File: config.mk
export PLATFORM = sky130hd
export DESIGN_NAME = clock_ratio_reset_sequencer
export DESIGN_NICKNAME = d
export VERILOG_FILES = /design/src/include/clock_ratio_pkg.sv /design/src/hdl/clock_ratio_reset_sequencer.sv /design/src/hdl/ratio_divider.sv
export VERILOG_INCLUDE_DIRS = /design/src /design/src/include
export SDC_FILE = /design/constraint.sdc
export NUM_CORES = 1
export LEC_CHECK = 0
export ABC_AREA = 1
export BUFFER_PORTS_ARGS = -buffer_cell sky130_fd_sc_hd__buf_4
export CAP_MARGIN = 10
export CORE_ASPECT_RATIO = 0.7
export CORE_MARGIN = 3
export CORE_UTILIZATION = 30
export CTS_BUF_LIST = sky130_fd_sc_hd__clkbuf_2
export DETAILED_ROUTE_END_ITERATION = 8
export GPL_TIMING_DRIVEN = 0
export PLACE_DENSITY_LB_ADDON = 0.12
export REMOVE_ABC_BUFFERS = 1
export SYNTH_ARGS = -nofsm -noshare
export SYNTH_HDL_FRONTEND = slang
export SYNTH_SLANG_ARGS = --single-unit
File: constraint.sdc
create_clock -name clock -period 17.1 [get_ports clock]
set_input_delay 0.855 -clock clock [delete_from_list [all_inputs] [get_ports clock]]
set_output_delay 0.855 -clock clock [all_outputs]
set_load 0.02 [all_outputs]
File: src/include/clock_ratio_defines.svh
// Purpose: constants for the clock ratio and reset sequencer
// Assumes: 10 MHz system clock stands in for the core clock
// Notes: register offsets are byte addresses on a 32-bit classic bus
// Function
// [RL1] after reset pin release, hold core reset 4096 reference periods plus two core clocks
// [RL2] a late reset release may slip one reference cycle, at most 4097 cycles
// [RL3] later resets keep the reset pin low at least four reference cycles
// [RL4] PLL needs up to 100 us lock with reset held low
// [RL5] reference clock stable at least 10 us before reset release
// [RL6] ratio pins settled 20 us before reset release, counted in reference cycles
// [RL7] peripheral clock is core clock divided by two
// [RL8] SDRAM clock is core clock times ratio from control bits 20-18
// [RL9] each serial port clock is peripheral clock times its divider field
// [RL10] SPI clock is peripheral clock times the baud register ratio
// [RL11] software keeps core clock period between 3.75 ns and 10 ns
// [RL12] ratio pins 00 and 01 select different multipliers
// [RL13] ratio pins set multiplier during reset; software may change it later
// [RL14] reset delay counts reference clocks; dividers are synchronous core-clock counters
`ifndef CLOCK_RATIO_DEFINES_SVH
`define CLOCK_RATIO_DEFINES_SVH
`define CLK_MHZ 10
`define LOCK_TIME_US 100
`define LOCK_CYCLES (`LOCK_TIME_US * `CLK_MHZ)
`define REF_HOLD_PERIODS 13'h1000
`define CORE_TAIL_CYCLES 2'h2
`define REG_POWER_CTL 5'h00
`define REG_SDIV0 5'h04
`define REG_SDIV1 5'h08
`define REG_SPI_BAUD 5'h0C
`define REG_STATUS 5'h10
`define PM_MULT_LSB 0
`define PM_MULT_MSB 5
`define PM_SDRAM_LSB 18
`define PM_SDRAM_MSB 20
`define PM_RESET 32'h0000_0000
`define DIV_RESET 16'h0004
`define MULT_PINS00 6'h06
`define MULT_PINS01 6'h20
`define MULT_PINS10 6'h10
`define MULT_PINS11 6'h06
`define PERIPH_RATIO 16'h0002
`endif

File: src/include/clock_ratio_pkg.sv
// Purpose: shared types for the clock ratio and reset sequencer
// Assumes: nothing beyond standard SystemVerilog
// Notes: states are one-hot
package clock_ratio_pkg;
	typedef enum logic [3:0] {
		SEQ_HOLD = 4'h1,
		SEQ_COUNT = 4'h2,
		SEQ_TAIL = 4'h4,
		SEQ_RUN = 4'h8
	} seq_state_t;
endpackage : clock_ratio_pkg

File: src/hdl/clock_ratio_reset_sequencer.sv
// Purpose: core reset delay, multiplier selection and derived clock ratios
// Assumes: reference clock and reset pin are synchronous to clock
// Notes: derived clocks appear as one-cycle ticks and registered levels; the peripheral clock as a tick only
`include "clock_ratio_defines.svh"
module clock_ratio_reset_sequencer (
	input wire logic clock,
	input wire logic sys_rst,
	input wire logic reference_clock_in,
	input wire logic resetPin_n,
	input wire logic [1:0] ratio_select_pins,
	input wire logic wb_cyc_i,
	input wire logic wb_stb_i,
	input wire logic wb_we_i,
	input wire logic [4:0] wb_adr_i,
	input wire logic [3:0] wb_sel_i,
	input wire logic [31:0] wb_dat_i,
	output logic [31:0] wb_dat_o,
	output logic wb_ack_o,
	output logic coreReset,
	output logic pllLocked,
	output logic [5:0] coreMultiplier,
	output logic peripheralTick,
	output logic sdramTick,
	output logic sdram_clock,
	output logic [1:0] serialTick,
	output logic [1:0] serialClock,
	output logic spiTick,
	output logic spi_serial_clock
);
	// byte-lane merge used by every writable register
	function automatic logic [31:0] laneMerge(input logic [31:0] old, input logic [31:0] din, input logic [3:0] sel);
		laneMerge = old;
		for (int i = 0; i < 4; i++) begin
			if (sel[i]) begin
				laneMerge[i*8 +: 8] = din[i*8 +: 8];
			end
		end
	endfunction : laneMerge

	// multiplier chosen by the ratio pins
	function automatic logic [5:0] pinMult(input logic [1:0] pins);
		case (pins)
			2'h0: pinMult = `MULT_PINS00;
			2'h1: pinMult = `MULT_PINS01;
			2'h2: pinMult = `MULT_PINS10;
			default: pinMult = `MULT_PINS11;
		endcase
	endfunction : pinMult

	logic rstMeta_ff;
	logic rstSync_ff;
	logic refPrev_ff;
	logic refTick;
	logic [9:0] lockCnt_ff;
	logic locked_ff;
	clock_ratio_pkg::seq_state_t state_ff;
	clock_ratio_pkg::seq_state_t nxt_state;
	logic [12:0] refCnt_ff;
	logic [1:0] tailCnt_ff;
	logic [31:0] powerCtl_ff;
	logic [31:0] sdiv0_ff;
	logic [31:0] sdiv1_ff;
	logic [31:0] spi_baud_register_ff;
	logic [31:0] wb_dat_o_ff;
	logic wb_ack_o_ff;
	logic access;
	logic wrStrobe;
	logic [31:0] readMux;
	logic [15:0] sdramRatio;
	logic [1:0] serialLevel;
	logic [1:0] serialTickW;

	// reset pin synchroniser; first stage feeds only the second
	always_ff @(posedge clock or posedge sys_rst) begin
		if (sys_rst) begin
			rstMeta_ff <= 1'b0;
			rstSync_ff <= 1'b0;
			refPrev_ff <= 1'b0;
		end else begin
			rstMeta_ff <= resetPin_n;
			rstSync_ff <= rstMeta_ff;
			refPrev_ff <= reference_clock_in;
		end
	end

	// rising edge of the reference clock counts one reference period
	assign refTick = reference_clock_in && !refPrev_ff; // see [RL14]

	// lock timer from power-up; also gates the hold to count step, software may poll it  see [RL4]
	always_ff @(posedge clock or posedge sys_rst) begin
		if (sys_rst) begin
			lockCnt_ff <= 10'h000;
			locked_ff <= 1'b0;
		end else if (!locked_ff) begin
			lockCnt_ff <= lockCnt_ff + 10'h001;
			locked_ff <= (lockCnt_ff == 10'(`LOCK_CYCLES - 1));
		end
	end

	// sequencer next state; any reset pin assertion returns to hold
	always_comb begin
		nxt_state = state_ff;
		case (state_ff)
			clock_ratio_pkg::SEQ_HOLD: begin
				if (rstSync_ff && locked_ff) begin
					nxt_state = clock_ratio_pkg::SEQ_COUNT;
				end
			end
			clock_ratio_pkg::SEQ_COUNT: begin
				if (refTick && refCnt_ff == `REF_HOLD_PERIODS - 13'h0001) begin
					nxt_state = clock_ratio_pkg::SEQ_TAIL; // see [RL1]
				end
			end
			clock_ratio_pkg::SEQ_TAIL: begin
				if (tailCnt_ff == `CORE_TAIL_CYCLES - 2'h1) begin
					nxt_state = clock_ratio_pkg::SEQ_RUN; // see [RL1]
				end
			end
			clock_ratio_pkg::SEQ_RUN: nxt_state = clock_ratio_pkg::SEQ_RUN;
			default: nxt_state = clock_ratio_pkg::SEQ_HOLD;
		endcase
		if (!rstSync_ff) begin
			nxt_state = clock_ratio_pkg::SEQ_HOLD;
		end
	end

	// the two-stage sync may add one reference period, 4097 at most  see [RL2]
	always_ff @(posedge clock or posedge sys_rst) begin
		if (sys_rst) begin
			state_ff <= clock_ratio_pkg::SEQ_HOLD;
			refCnt_ff <= 13'h0000;
			tailCnt_ff <= 2'h0;
		end else begin
			state_ff <= nxt_state;
			refCnt_ff <= (state_ff != clock_ratio_pkg::SEQ_COUNT) ? 13'h0000 : refCnt_ff + {12'h000, refTick};
			tailCnt_ff <= (state_ff != clock_ratio_pkg::SEQ_TAIL) ? 2'h0 : tailCnt_ff + 2'h1;
		end
	end

	assign coreReset = (state_ff != clock_ratio_pkg::SEQ_RUN); // see [RL1]
	assign pllLocked = locked_ff;

	// bus decode
	assign access = wb_cyc_i && wb_stb_i && !wb_ack_o_ff;
	assign wrStrobe = access && wb_we_i;

	// control registers; pins own the multiplier while reset pin is low
	always_ff @(posedge clock or posedge sys_rst) begin
		if (sys_rst) begin
			powerCtl_ff <= `PM_RESET;
			sdiv0_ff <= {16'h0000, `DIV_RESET};
			sdiv1_ff <= {16'h0000, `DIV_RESET};
			spi_baud_register_ff <= {16'h0000, `DIV_RESET};
		end else begin
			if (!rstSync_ff) begin
				powerCtl_ff[`PM_MULT_MSB:`PM_MULT_LSB] <= pinMult(ratio_select_pins); // see [RL13] see [RL12]
			end else if (wrStrobe && wb_adr_i == `REG_POWER_CTL) begin
				powerCtl_ff <= laneMerge(powerCtl_ff, wb_dat_i, wb_sel_i) & 32'h001C_003F; // see [RL13]
			end
			if (wrStrobe && wb_adr_i == `REG_SDIV0) begin
				sdiv0_ff <= laneMerge(sdiv0_ff, wb_dat_i, wb_sel_i) & 32'h0000_FFFF;
			end
			if (wrStrobe && wb_adr_i == `REG_SDIV1) begin
				sdiv1_ff <= laneMerge(sdiv1_ff, wb_dat_i, wb_sel_i) & 32'h0000_FFFF;
			end
			if (wrStrobe && wb_adr_i == `REG_SPI_BAUD) begin
				spi_baud_register_ff <= laneMerge(spi_baud_register_ff, wb_dat_i, wb_sel_i) & 32'h0000_FFFF;
			end
		end
	end

	// read mux; unmapped offsets read zero
	assign readMux = (wb_adr_i == `REG_POWER_CTL) ? powerCtl_ff :
		(wb_adr_i == `REG_SDIV0) ? sdiv0_ff :
		(wb_adr_i == `REG_SDIV1) ? sdiv1_ff :
		(wb_adr_i == `REG_SPI_BAUD) ? spi_baud_register_ff :
		(wb_adr_i == `REG_STATUS) ? {30'h0000_0000, locked_ff, coreReset} : 32'h0000_0000;

	// one ack per request, dropped the cycle after
	always_ff @(posedge clock or posedge sys_rst) begin
		if (sys_rst) begin
			wb_ack_o_ff <= 1'b0;
			wb_dat_o_ff <= 32'h0000_0000;
		end else begin
			wb_ack_o_ff <= access;
			if (access && !wb_we_i) begin
				wb_dat_o_ff <= readMux;
			end
		end
	end

	assign wb_ack_o = wb_ack_o_ff;
	assign wb_dat_o = wb_dat_o_ff;
	assign coreMultiplier = powerCtl_ff[`PM_MULT_MSB:`PM_MULT_LSB];
	assign sdramRatio = {13'h0000, powerCtl_ff[`PM_SDRAM_MSB:`PM_SDRAM_LSB]};

	// peripheral clock: core clock divided by two  see [RL7]
	ratio_divider periphDiv (
		.clock(clock), .sys_rst(sys_rst), .tickIn(1'b1), .ratio(`PERIPH_RATIO),
		.tickOut(peripheralTick), .levelOut()
	);

	// SDRAM clock from core clock and control bits 20-18  see [RL8]
	ratio_divider sdramDiv (
		.clock(clock), .sys_rst(sys_rst), .tickIn(1'b1), .ratio(sdramRatio),
		.tickOut(sdramTick), .levelOut(sdram_clock)
	);

	// serial port clocks from peripheral clock and divider fields  see [RL9]
	ratio_divider serialDiv0 (
		.clock(clock), .sys_rst(sys_rst), .tickIn(peripheralTick), .ratio(sdiv0_ff[15:0]),
		.tickOut(serialTickW[0]), .levelOut(serialLevel[0])
	);
	ratio_divider serialDiv1 (
		.clock(clock), .sys_rst(sys_rst), .tickIn(peripheralTick), .ratio(sdiv1_ff[15:0]),
		.tickOut(serialTickW[1]), .levelOut(serialLevel[1])
	);
	assign serialTick = serialTickW;
	assign serialClock = serialLevel;

	// SPI clock from peripheral clock and baud register  see [RL10]
	ratio_divider spiDiv (
		.clock(clock), .sys_rst(sys_rst), .tickIn(peripheralTick), .ratio(spi_baud_register_ff[15:0]),
		.tickOut(spiTick), .levelOut(spi_serial_clock)
	);
endmodule : clock_ratio_reset_sequencer

File: src/hdl/ratio_divider.sv
// Purpose: divides a tick stream by a programmable ratio
// Assumes: ratio of zero behaves as one
// Notes: level output is high for the first half of each output period, rounded down; at a ratio of one it toggles on every tick
`include "clock_ratio_defines.svh"
module ratio_divider (
	input wire logic clock,
	input wire logic sys_rst,
	input wire logic tickIn,
	input wire logic [15:0] ratio,
	output logic tickOut,
	output logic levelOut
);
	logic [15:0] cnt_ff;
	logic [15:0] nxt_cnt;
	logic [15:0] lastCount;
	logic wrap;
	logic levelOut_ff;

	// terminal count and wrap
	assign lastCount = (ratio == 16'h0000) ? 16'h0000 : ratio - 16'h0001;
	assign wrap = tickIn && (cnt_ff >= lastCount);
	assign nxt_cnt = wrap ? 16'h0000 : cnt_ff + 16'h0001;
	assign tickOut = wrap;
	assign levelOut = levelOut_ff;

	// synchronous counter on the incoming tick  see [RL14]
	always_ff @(posedge clock or posedge sys_rst) begin
		if (sys_rst) begin
			cnt_ff <= 16'h0000;
			levelOut_ff <= 1'b0;
		end else if (tickIn) begin
			cnt_ff <= nxt_cnt;
			levelOut_ff <= (nxt_cnt < {1'b0, ratio[15:1]}) || (lastCount == 16'h0000 && !levelOut_ff);
		end
	end
endmodule : ratio_divider

==> results of run 1 <==
routing by layer:
metal / GRT usage [%] / vias to the layer above
met5: 0 / -
met2: 24.67 / 205
met1: 26.57 / 5377
met4: 3.315 / 0
met3: 3.566 / 24
li1: - / 5970
repair_timing:
item | 4_1_cts | 5_1_grt
endpoints found under the hold margin | 33 | 0
buffers inserted | 0 | 0
hold buffers | 3 | 0
logic make-up (layout without fill, tap and decap cells):
| logic type | after synthesis | in the layout |
|---|---|---|
| simple gates | 797 | 797 |
| buf+inv | 323 | 385 |
| compound gates | 306 | 306 |
| flops | 194 | 194 |
| fa+ha+maj | 128 | 128 |
| xor+xnor | 34 | 34 |
| other cells | 1 | 28 |
state kept, by name, indices dropped and copies added (netlist names), 2 cells and up:
signal	count
sdiv1_ff	16
spi_baud_register_ff	16
spiDiv.cnt_ff	16
refCnt_ff	13
serialDiv1.cnt_ff	16
periphDiv.cnt_ff	16
powerCtl_ff	9
serialDiv0.cnt_ff	16
wb_dat_o	19
lockCnt_ff	10
tailCnt_ff	2
state_ff	4
sdiv0_ff	16
sdramDiv.cnt_ff	16
placed cells by master (no fill, tap or decap), types with 7 or more instances in the layout:
master    instances
buf_4            72
conb_1           26
nand3_1          73
o21ai_0         155
dfrtp_1         190
inv_2            23
nor4_1            8
o21ai_1          14
inv_1           251
a21oi_1          86
nand3_2          10
xor2_1           25
nor3_2           13
nor3_1           32
nor2_1          155
xnor2_1           9
a221oi_1         10
nor4_2            7
nor2_4            9
nand4_1          40
clkbuf_2         18
ha_1            128
o22ai_1          11
nand2_1         399
nor2_2           16
nand2_2          14
synth_stat cells (all sizes together), types with 16 or more instances:
cell type,count
xor2,25
a21oi,88
nand2,414
nand3,83
nor2,180
nor4,16
nor3,49
inv,275
ha,128
buf,32
dfrtp,190
o21ai,169
nand4,41
tightest hold or removal path: cells and delay by family:
| family | cells | cell delay [ns] |
|---|---|---|
| AOI/OAI and AO/OA | 1 | 0.08 |
| buffers and inverters | 2 | 0.20 |
layout make-up:
type                       count  area [sq um]
sequential                   194          4860
multi-input combinational   1291          7403
inverter                     276          1044
antenna                        2         5.005
fill                        4745         29140
timing repair buffer          77         625.6
tap                          594         743.2
clock buffer                  18         90.09
clock inverter                14         136.4
through the flow:
step	hold slack, ns	std cells
after global placement	0.3350	2427
after detailed placement	0.3362	2429
final	0.2601	2466
after global routing	0.1425	2466
after CTS	0.1585	2464
after floorplan	0.3312	1761
power by group:
| part | internal [W] | switching (W) |
|---|---|---|
| clock | 0.0000666 | 0.000171 |
| sequential | 0.000508 | 0.0000556 |
| combinational | 0.000238 | 0.000419 |
| total | 0.000813 | 0.000645 |
worst paths after layout:
path                       slack, ns  cells after the start                    start                             endpoint
max in group asynchronous      15.51                      5                  sys_rst         spiDiv.cnt_ff[7]$_DFFE_PP0N_
min in group asynchronous       0.47                      3                  sys_rst     serialDiv1.cnt_ff[5]$_DFFE_PP0N_
min reg2reg                     0.39                      0     rstMeta_ff$_DFF_PP0_                 rstSync_ff$_DFF_PP0_
max reg2reg                    12.35                     24  sdiv0_ff[1]$_DFFE_PP0P_      serialDiv0.levelOut$_DFFE_PP0N_
max                            12.14                     16  sdiv0_ff[1]$_DFFE_PP0P_                        serialTick[0]
min                             0.26                      3              wb_dat_i[7]  spi_baud_register_ff[7]$_DFFE_PP0P_
==> flow_summary.json, run 1 <==
{
  "synth-seq-cells": 194,
  "routabilityCongestion": 0.7864,
  "grt-ovfl-total": 0,
  "async_flop_share_pct": 100.0,
  "synth-simple-area-share_pct": 27.69,
  "rsz0062_at_grt": "false",
  "yosys.area_share.xor_xnor_pct": 2.206,
  "rows": 64,
  "clockBufferDepth": 2,
  "place_ws_ns": 12.42,
  "cts-resized-gates": 0,
  "worstMarginPinSlew_ns": 1.119,
  "maxCapViolations": 0,
  "dpl_cell_area_sq_um": 14650,
  "synth_edf_count": 0,
  "area.growth.synth_to_final_pct": 10.43,
  "fin_ws_ns": 12.14,
  "dp_hpwl_mm": 31.61,
  "highest_layer": "met4",
  "crit_required_ns": 16.25,
  "hold_class": "in -> reg",
  "clkSinkCount": 194,
  "ys_warn_count": 0,
  "cp.arrival_ns": 4.11,
  "finalClockSkew_ns": 0.05933,
  "die_w_um": 259.5,
  "slew_viol_final": 0,
  "postRouteWirelength_mm": 39.57,
  "max_stage_delay_ns": 0.52,
  "maxSlewHeadroom_pct": 25.00,
  "drt-initial-drc-count": 780,
  "cp_top_family": "simple AND/OR/NAND/NOR gates",
  "power_density_nw_per_um2": 97.81,
  "critical_path.max_fanout": 15,
  "synth_top_family_by_area": "simple AND/OR/NAND/NOR gates",
  "setup_viol": 0,
  "yosys.area.top_type": "dfrtp_1",
  "ys_types": 50,
  "synth.area.top_cells": "dfrtp_1, ha_1, nand2_1",
  "crit_slowest_cell": "dfrtp_1",
  "firstDrtPassIters": 5,
  "dr_total_vias": 11576,
  "die_area_sq_um": 47620,
  "power_w": 0.001458,
  "yosys.area_share.adder_pct": 11.86,
  "synth_top_area_share_pct": 35.22,
  "track_usage_pct": 17.23,
  "wl_met3_mm": 1.951,
  "critical_path.cell_chain": "inv_1, ha_1, inv_1, nor4_2, nand3_2, o21ai_0, ha_1, a21oi_1, nand2_1, nand2_1, nand2_1, nand2_1, nand2_1, nand2_2, inv_2, buf_4",
  "cts_buffers": 17,
  "fin_crit_sh_pct": 29.03,
  "cts-root-buf": "clkbuf_2",
  "critical_path_class": "reg -> out",
  "ys_seq_area_share_pct": 36.00,
  "cts_tree": "done",
  "wl_met2_mm": 15.93,
  "end_kind": "primary output",
  "die_h_um": 183.5,
  "final_nets": 2035,
  "max_freq_ghz": 0.2014,
  "ios": 100,
  "stdcell_area_sq_um": 14910,
  "core_area_sq_um": 44040,
  "drc": 0,
  "grt_pass1_vias": 11168,
  "status": "finished, final reports clean",
  "path_buf_inv": 4,
  "tns_ns": 0,
  "cp_common_cell": "nand2_1",
  "period_minus_slack_ns": 4.965,
  "syn_inst": 1783,
  "grt_pass1_wl_mm": 63.89,
  "power_leakage_nw": 7.443,
  "synth.avg_cell_area_sq_um": 7.571,
  "crit_path_start_kind": "flop",
  "grt_max_degree": 93,
  "clk_pin_slew_ns": 0.30,
  "hold_viol": 0,
  "initial_core_util_pct": 30.65,
  "wl_per_cell_um": 16.05,
  "drive_gt1_share_pct": 11.55,
  "htree_levels": 4,
  "clkLatencyLatePin_ns": 0.86,
  "ant_nets": 0,
  "synth_compound_area_share_pct": 12.33,
  "portBuffers": 72,
  "wirelength_met1_mm": 21.22,
  "syn_area_sq_um": 13500,
  "viasPerCell": 4.694,
  "yosys_most_used_dff": "dfrtp_1",
  "vdd_drop_max_mv": 0.05267,
  "post-route-util_pct": 33.85,
  "synthMuxAreaShare_pct": 0,
  "antenna_found_initial": 3
}
Power figures use the tool's default switching activity.
==> inputs of run 2 (changes only) <==
==> constraint.sdc (replaced) <==
create_clock -name clock -period 4.64 [get_ports clock]
set_input_delay 0.232 -clock clock [delete_from_list [all_inputs] [get_ports clock]]
set_output_delay 0.232 -clock clock [all_outputs]
set_load 0.02 [all_outputs]
==> run 2 against run 1 <==
Flip-flop and latch count stayed put. Sequential power rose to 3.7 times the previous value. Routed wire length up 2.6%. Critical path type is now reg -> reg. Setup slack got worse by 12 ns. Highest routed layer unchanged. Global-route usage is 0.26 points higher. Critical endpoint is now serialDiv1.levelOut$_DFFE_PP0N_.
==> flow_summary.json, run 2 (same netlist as run 1, synthesis figures left out) <==
{
  "final_nets": 2099,
  "hold_class": "in -> reg",
  "cts_buffers": 17,
  "hold_viol": 0,
  "ant_nets": 0,
  "grt_max_degree": 93,
  "rrSetupSlack_ns": 0.31,
  "vdd_drop_max_mv": 0.1945,
  "drive_gt1_share_pct": 12.87,
  "power_leakage_nw": 7.748,
  "postRouteWirelength_mm": 40.60,
  "core_area_sq_um": 44040,
  "maxCapViolations": 0,
  "finalClockSkew_ns": 0.05821,
  "crit_slowest_cell": "dfrtp_1",
  "ios": 100,
  "clockBufferDepth": 2,
  "hold_start": "wb_adr_i[1]",
  "track_usage_pct": 17.49,
  "layoutNonFillerInstCount": 2530,
  "rows": 64,
  "area.growth.synth_to_final_pct": 15.95,
  "crit_required_ns": 5.42,
  "wl_per_cell_um": 16.05,
  "period_minus_slack_ns": 4.328,
  "fin_crit_sh_pct": 93.27,
  "cts-root-buf": "clkbuf_2",
  "critical_path.max_fanout": 7,
  "dp_cells": 2429,
  "die_h_um": 183.5,
  "dp_hpwl_mm": 31.61,
  "maxSlewHeadroom_pct": 25.37,
  "num-fill-cells": 4703,
  "antenna_found_initial": 2,
  "grt-ovfl-total": 0,
  "tns_ns": 0,
  "cp.arrival_ns": 5.11,
  "r2r_start": "sdiv1_ff[13]$_DFFE_PP0P_",
  "htree_levels": 4,
  "initial_core_util_pct": 30.65,
  "end_kind": "flop",
  "slew_viol_final": 0,
  "die_area_sq_um": 47620,
  "firstDrtPassIters": 7,
  "portBuffers": 72,
  "largest_reg_flops": 19,
  "power_density_nw_per_um2": 349.9,
  "cts_tree": "done",
  "clkSinkCount": 194,
  "max_stage_delay_ns": 0.60,
  "clkLatencyLatePin_ns": 0.86,
  "grt_pass1_wl_mm": 64.95,
  "max_freq_ghz": 0.2311,
  "drc": 0,
  "critical_path_class": "reg -> reg",
  "final_cell_mix": "nand2_1, inv_1, dfrtp_1",
  "die_w_um": 259.5,
  "worstMarginPinSlew_ns": 1.113,
  "dr_total_vias": 11885,
  "crit_path_start_kind": "flop",
  "setup_viol": 0,
  "critical_path.cell_chain": "nor2_1, inv_1, nor4_1, nand4_1, nand2_1, ha_1, a21oi_1, o21ai_0, a21oi_1, nand2_1, nand2_2, clkinvlp_4, buf_4, nor3b_2, ha_1, a21oi_1, o21ai_0, a21oi_1, o21bai_1, a211oi_1, nand2_1, a21oi_1",
  "clk_pin_slew_ns": 0.30,
  "hold_depth": 8,
  "layout_commonest_cell": "nand2_1",
  "grt_pass1_vias": 11447,
  "rr_worst_depth": 22,
  "drt-initial-drc-count": 799,
  "routabilityCongestion": 0.7864,
  "timing.rr.end": "serialDiv1.levelOut$_DFFE_PP0N_",
  "status": "finished, final reports clean",
  "cp_common_cell": "a21oi_1",
  "viasPerCell": 4.698,
  "hold_path_end": "wb_dat_o[1]$_DFFE_PP0P_"
}
run 2: per-stage QoR:
step | util, % | hold slack, ns | worst slack (ns) | area (sq um) | total power, W
after floorplan | - | 0.2634 | -0.8693 | 13290 | 0.003841
after global placement | 33.10 | 0.3350 | -3.852 | 14580 | 0.004506
after detailed placement | 33.25 | 0.2233 | -0.03963 | 14650 | 0.004547
after CTS | 35.09 | 0.01584 | 0.04126 | 15450 | 0.005496
after global routing | 35.53 | 0.07102 | -0.02129 | 15650 | 0.006075
final | 35.54 | 0.1187 | 0.3123 | 15650 | 0.005477
run 2: power by group:
group / switching (W) / internal (W) / leakage [nW]
combinational: 0.00159 / 0.000931 / 5.07
sequential: 0.000206 / 0.00187 / 2.54
clock: 0.000634 / 0.000246 / 0.135
run 2: area by class of cell:
type / count / area, sq um / area share, %
Tap cell: 594 / 743.2 / 4.748
Timing Repair Buffer: 140 / 1234 / 7.882
Clock buffer: 18 / 90.09 / 0.5755
Sequential cell: 194 / 4868 / 31.10
Clock inverter: 14 / 136.4 / 0.8713
Multi-Input combinational cell: 1292 / 7523 / 48.07
Antenna cell: 2 / 5.005 / 0.03197
Inverter: 276 / 1052 / 6.723
run 2: how the worst max path moves through the flow:
stage          cells past startpoint                              end                                start
5_1_grt                           22      spiDiv.levelOut$_DFFE_PP0N_  spi_baud_register_ff[1]$_DFFE_PP0P_
3_3_place_gp                       2         wb_dat_o[11]$_DFFE_PP0P_                              sys_rst
2_1_floorplan                      1        lockCnt_ff[0]$_DFFE_PP0N_                              sys_rst
3_5_place_dp                      24  serialDiv0.levelOut$_DFFE_PP0N_              sdiv0_ff[1]$_DFFE_PP0P_
4_1_cts                           24      spiDiv.levelOut$_DFFE_PP0N_  spi_baud_register_ff[1]$_DFFE_PP0P_
6_report                          22  serialDiv1.levelOut$_DFFE_PP0N_             sdiv1_ff[13]$_DFFE_PP0P_
run 2: timing repair:
action,in CTS,in global routing
hold endpoints to repair,204,0
resized for setup,2,36
gates cloned,0,1
endpoints found under the setup margin,1,5
buffers inserted,0,9
hold buffers,57,0
pin swaps,0,6
run 2: layer usage:
metal	vias up	share of wire (%)	GRT usage, %
met3	35	4.2	3.511
li1	6108	-	-
met5	-	0	0
met2	180	41	25.20
met1	5562	54	26.81
met4	0	1.4	3.607
run 2: worst max-delay path: cells and delay by family (launching register included):
family	cells	cell delay [ns]
AOI/OAI and AO/OA	9	1.00
adders and majority gates	2	0.49
buffers and inverters	3	0.58
DFF	1	0.60
and+or+nand+nor	8	1.55
==> inputs of run 3 (changes only) <==
--- a/config.mk
+++ b/config.mk
@@ -19,4 +19,5 @@
 export REMOVE_ABC_BUFFERS = 1
 export SYNTH_ARGS = -nofsm -noshare
 export SYNTH_HDL_FRONTEND = slang
+export SYNTH_HIERARCHICAL = 1
 export SYNTH_SLANG_ARGS = --single-unit
==> run 3 against run 2 <==
Combinational power increased by 43%. Final cell count is 29% higher. Register-to-register slack worse by 0.03 ns. Die area increased by 22%. Clock-buffer cell count down 1. Core utilization hardly changed. Synthesized cell count is 29% higher. Setup slack got worse by 0.033 ns. Hold slack better by 0.037 ns. Via count up 26%. Global-route usage fell by 0.49 points. Design area increased by 23%.
==> flow_summary.json, run 3 <==
{
  "initial_core_util_pct": 30.59,
  "clk_pin_slew_ns": 0.34,
  "rr_worst_depth": 26,
  "dr_total_vias": 14941,
  "cts_tree": "done",
  "ant_nets": 0,
  "hold_viol": 0,
  "tns_ns": 0,
  "cp_common_cell": "a21oi_1",
  "grt_max_degree": 68,
  "critical_path.max_fanout": 10,
  "final_cell_mix": "nand2_1, inv_1, nor2_1",
  "dp_hpwl_mm": 38.37,
  "postRouteWirelength_mm": 48.23,
  "ios": 100,
  "post-route-util_pct": 35.57,
  "dp_cells": 3151,
  "synth.avg_cell_area_sq_um": 7.227,
  "crit_required_ns": 5.52,
  "crit_path_start_kind": "flop",
  "hold_class": "in -> reg",
  "period_minus_slack_ns": 4.361,
  "layoutNonFillerInstCount": 3270,
  "status": "finished, final reports clean",
  "power_w": 0.006865,
  "max_stage_delay_ns": 0.53,
  "power_density_nw_per_um2": 356.2,
  "rsz0062_at_grt": "true",
  "max_freq_ghz": 0.2293,
  "drt-initial-drc-count": 1010,
  "critical_path_class": "reg -> reg",
  "cts_buffers": 17,
  "vdd_drop_max_mv": 0.1436,
  "num-fill-cells": 5844,
  "syn_area_sq_um": 16580,
  "crit_slowest_cell": "dfrtp_2",
  "drc": 0,
  "worstMarginPinSlew_ns": 0.9955,
  "finalClockSkew_ns": 0.06053,
  "clockBufferDepth": 2,
  "power_leakage_nw": 9.689,
  "rows": 71,
  "syn_inst": 2294,
  "routabilityCongestion": 0.8276,
  "grt_pass1_vias": 14123,
  "clkSinkCount": 194,
  "end_kind": "flop",
  "core_area_sq_um": 54190,
  "cts-root-buf": "clkbuf_2",
  "wl_per_cell_um": 14.75,
  "fin_crit_sh_pct": 93.99,
  "portBuffers": 72,
  "ys_warn_count": 6,
  "setup_viol": 0,
  "drive_gt1_share_pct": 16.94,
  "maxCapViolations": 0,
  "area.growth.synth_to_final_pct": 16.26,
  "die_area_sq_um": 58160,
  "die_w_um": 287.0,
  "final_nets": 2733,
  "cp.arrival_ns": 5.24,
  "holdWs_ns": 0.1555,
  "slew_viol_final": 0,
  "largest_reg_flops": 19,
  "viasPerCell": 4.569,
  "maxSlewHeadroom_pct": 33.27,
  "grt_pass1_wl_mm": 78.35,
  "antenna_found_initial": 1,
  "htree_levels": 4,
  "track_usage_pct": 17.00,
  "firstDrtPassIters": 5,
  "layout_commonest_cell": "nand2_1",
  "hold_depth": 4,
  "clkLatencyLatePin_ns": 0.94,
  "grt-ovfl-total": 0,
  "die_h_um": 202.7
}
[run 3: power by group]
| group | internal [W] | switching, W |
|---|---|---|
| clock | 0.000173 | 0.000735 |
| sequential | 0.00197 | 0.000383 |
| combinational | 0.00136 | 0.00224 |
[run 3: metrics by stage]
stage | setup slack, ns | cell area, sq um
floorplan | 0.5322 | 16600
global route | -0.01875 | 19270
global placement | -1.150 | 18060
finish | 0.2789 | 19270
CTS | 0.001987 | 19030
detailed placement | -0.3104 | 18120
[run 3: repair_timing]
item                                    4_1_cts  5_1_grt
endpoints found under the setup margin        4        8
setup buffers                                 0       20
resized for setup                             6       33
pin swaps                                     0        3
hold buffers                                 66        0
hold endpoints to repair                    281        0
[run 3: layer usage]
layer	track usage (%)	share of wire, %
met3	3.165	4.9
met4	3.543	1.0
met2	22.56	38
met1	27.64	56
met5	0	0
[run 3: path summary, 6_finish.rpt]
path                                         start                         endpoint  slack, ns
min in group asynchronous                  sys_rst         wb_dat_o[18]$_DFFE_PP0P_       0.70
max                        sdiv1_ff[1]$_DFFE_PP0P_  serialDiv1/levelOut$_DFFE_PP0P_       0.28
max reg2reg                sdiv1_ff[1]$_DFFE_PP0P_  serialDiv1/levelOut$_DFFE_PP0P_       0.28
min reg2reg                   rstMeta_ff$_DFF_PP0_             rstSync_ff$_DFF_PP0_       0.41
max in group asynchronous                  sys_rst          sdiv0_ff[2]$_DFFE_PP1P_       3.17
min                                   wb_dat_i[10]         sdiv1_ff[10]$_DFFE_PP0P_       0.16
[run 3: worst max-delay path, delay by kind of cell, from the launching register on]
kind,cells,cell delay (ns)
compound gates,9,1.28
fa+ha+maj,2,0.57
buf+inv,1,0.10
flops,1,0.53
xor+xnor,1,0.17
simple gates,13,1.68
[run 3: layout make-up]
| class | count | area, sq um | share of cell area [%] |
|---|---|---|---|
| Antenna cell | 1 | 2.502 | 0.01298 |
| Clock buffer | 17 | 85.08 | 0.4414 |
| Clock inverter | 15 | 145.1 | 0.7530 |
| Inverter | 336 | 1286 | 6.674 |
| Multi-Input combinational cell | 1817 | 10560 | 54.81 |
| Sequential cell | 194 | 4871 | 25.27 |
| Tap cell | 730 | 913.4 | 4.739 |
| Timing Repair Buffer | 160 | 1406 | 7.297 |
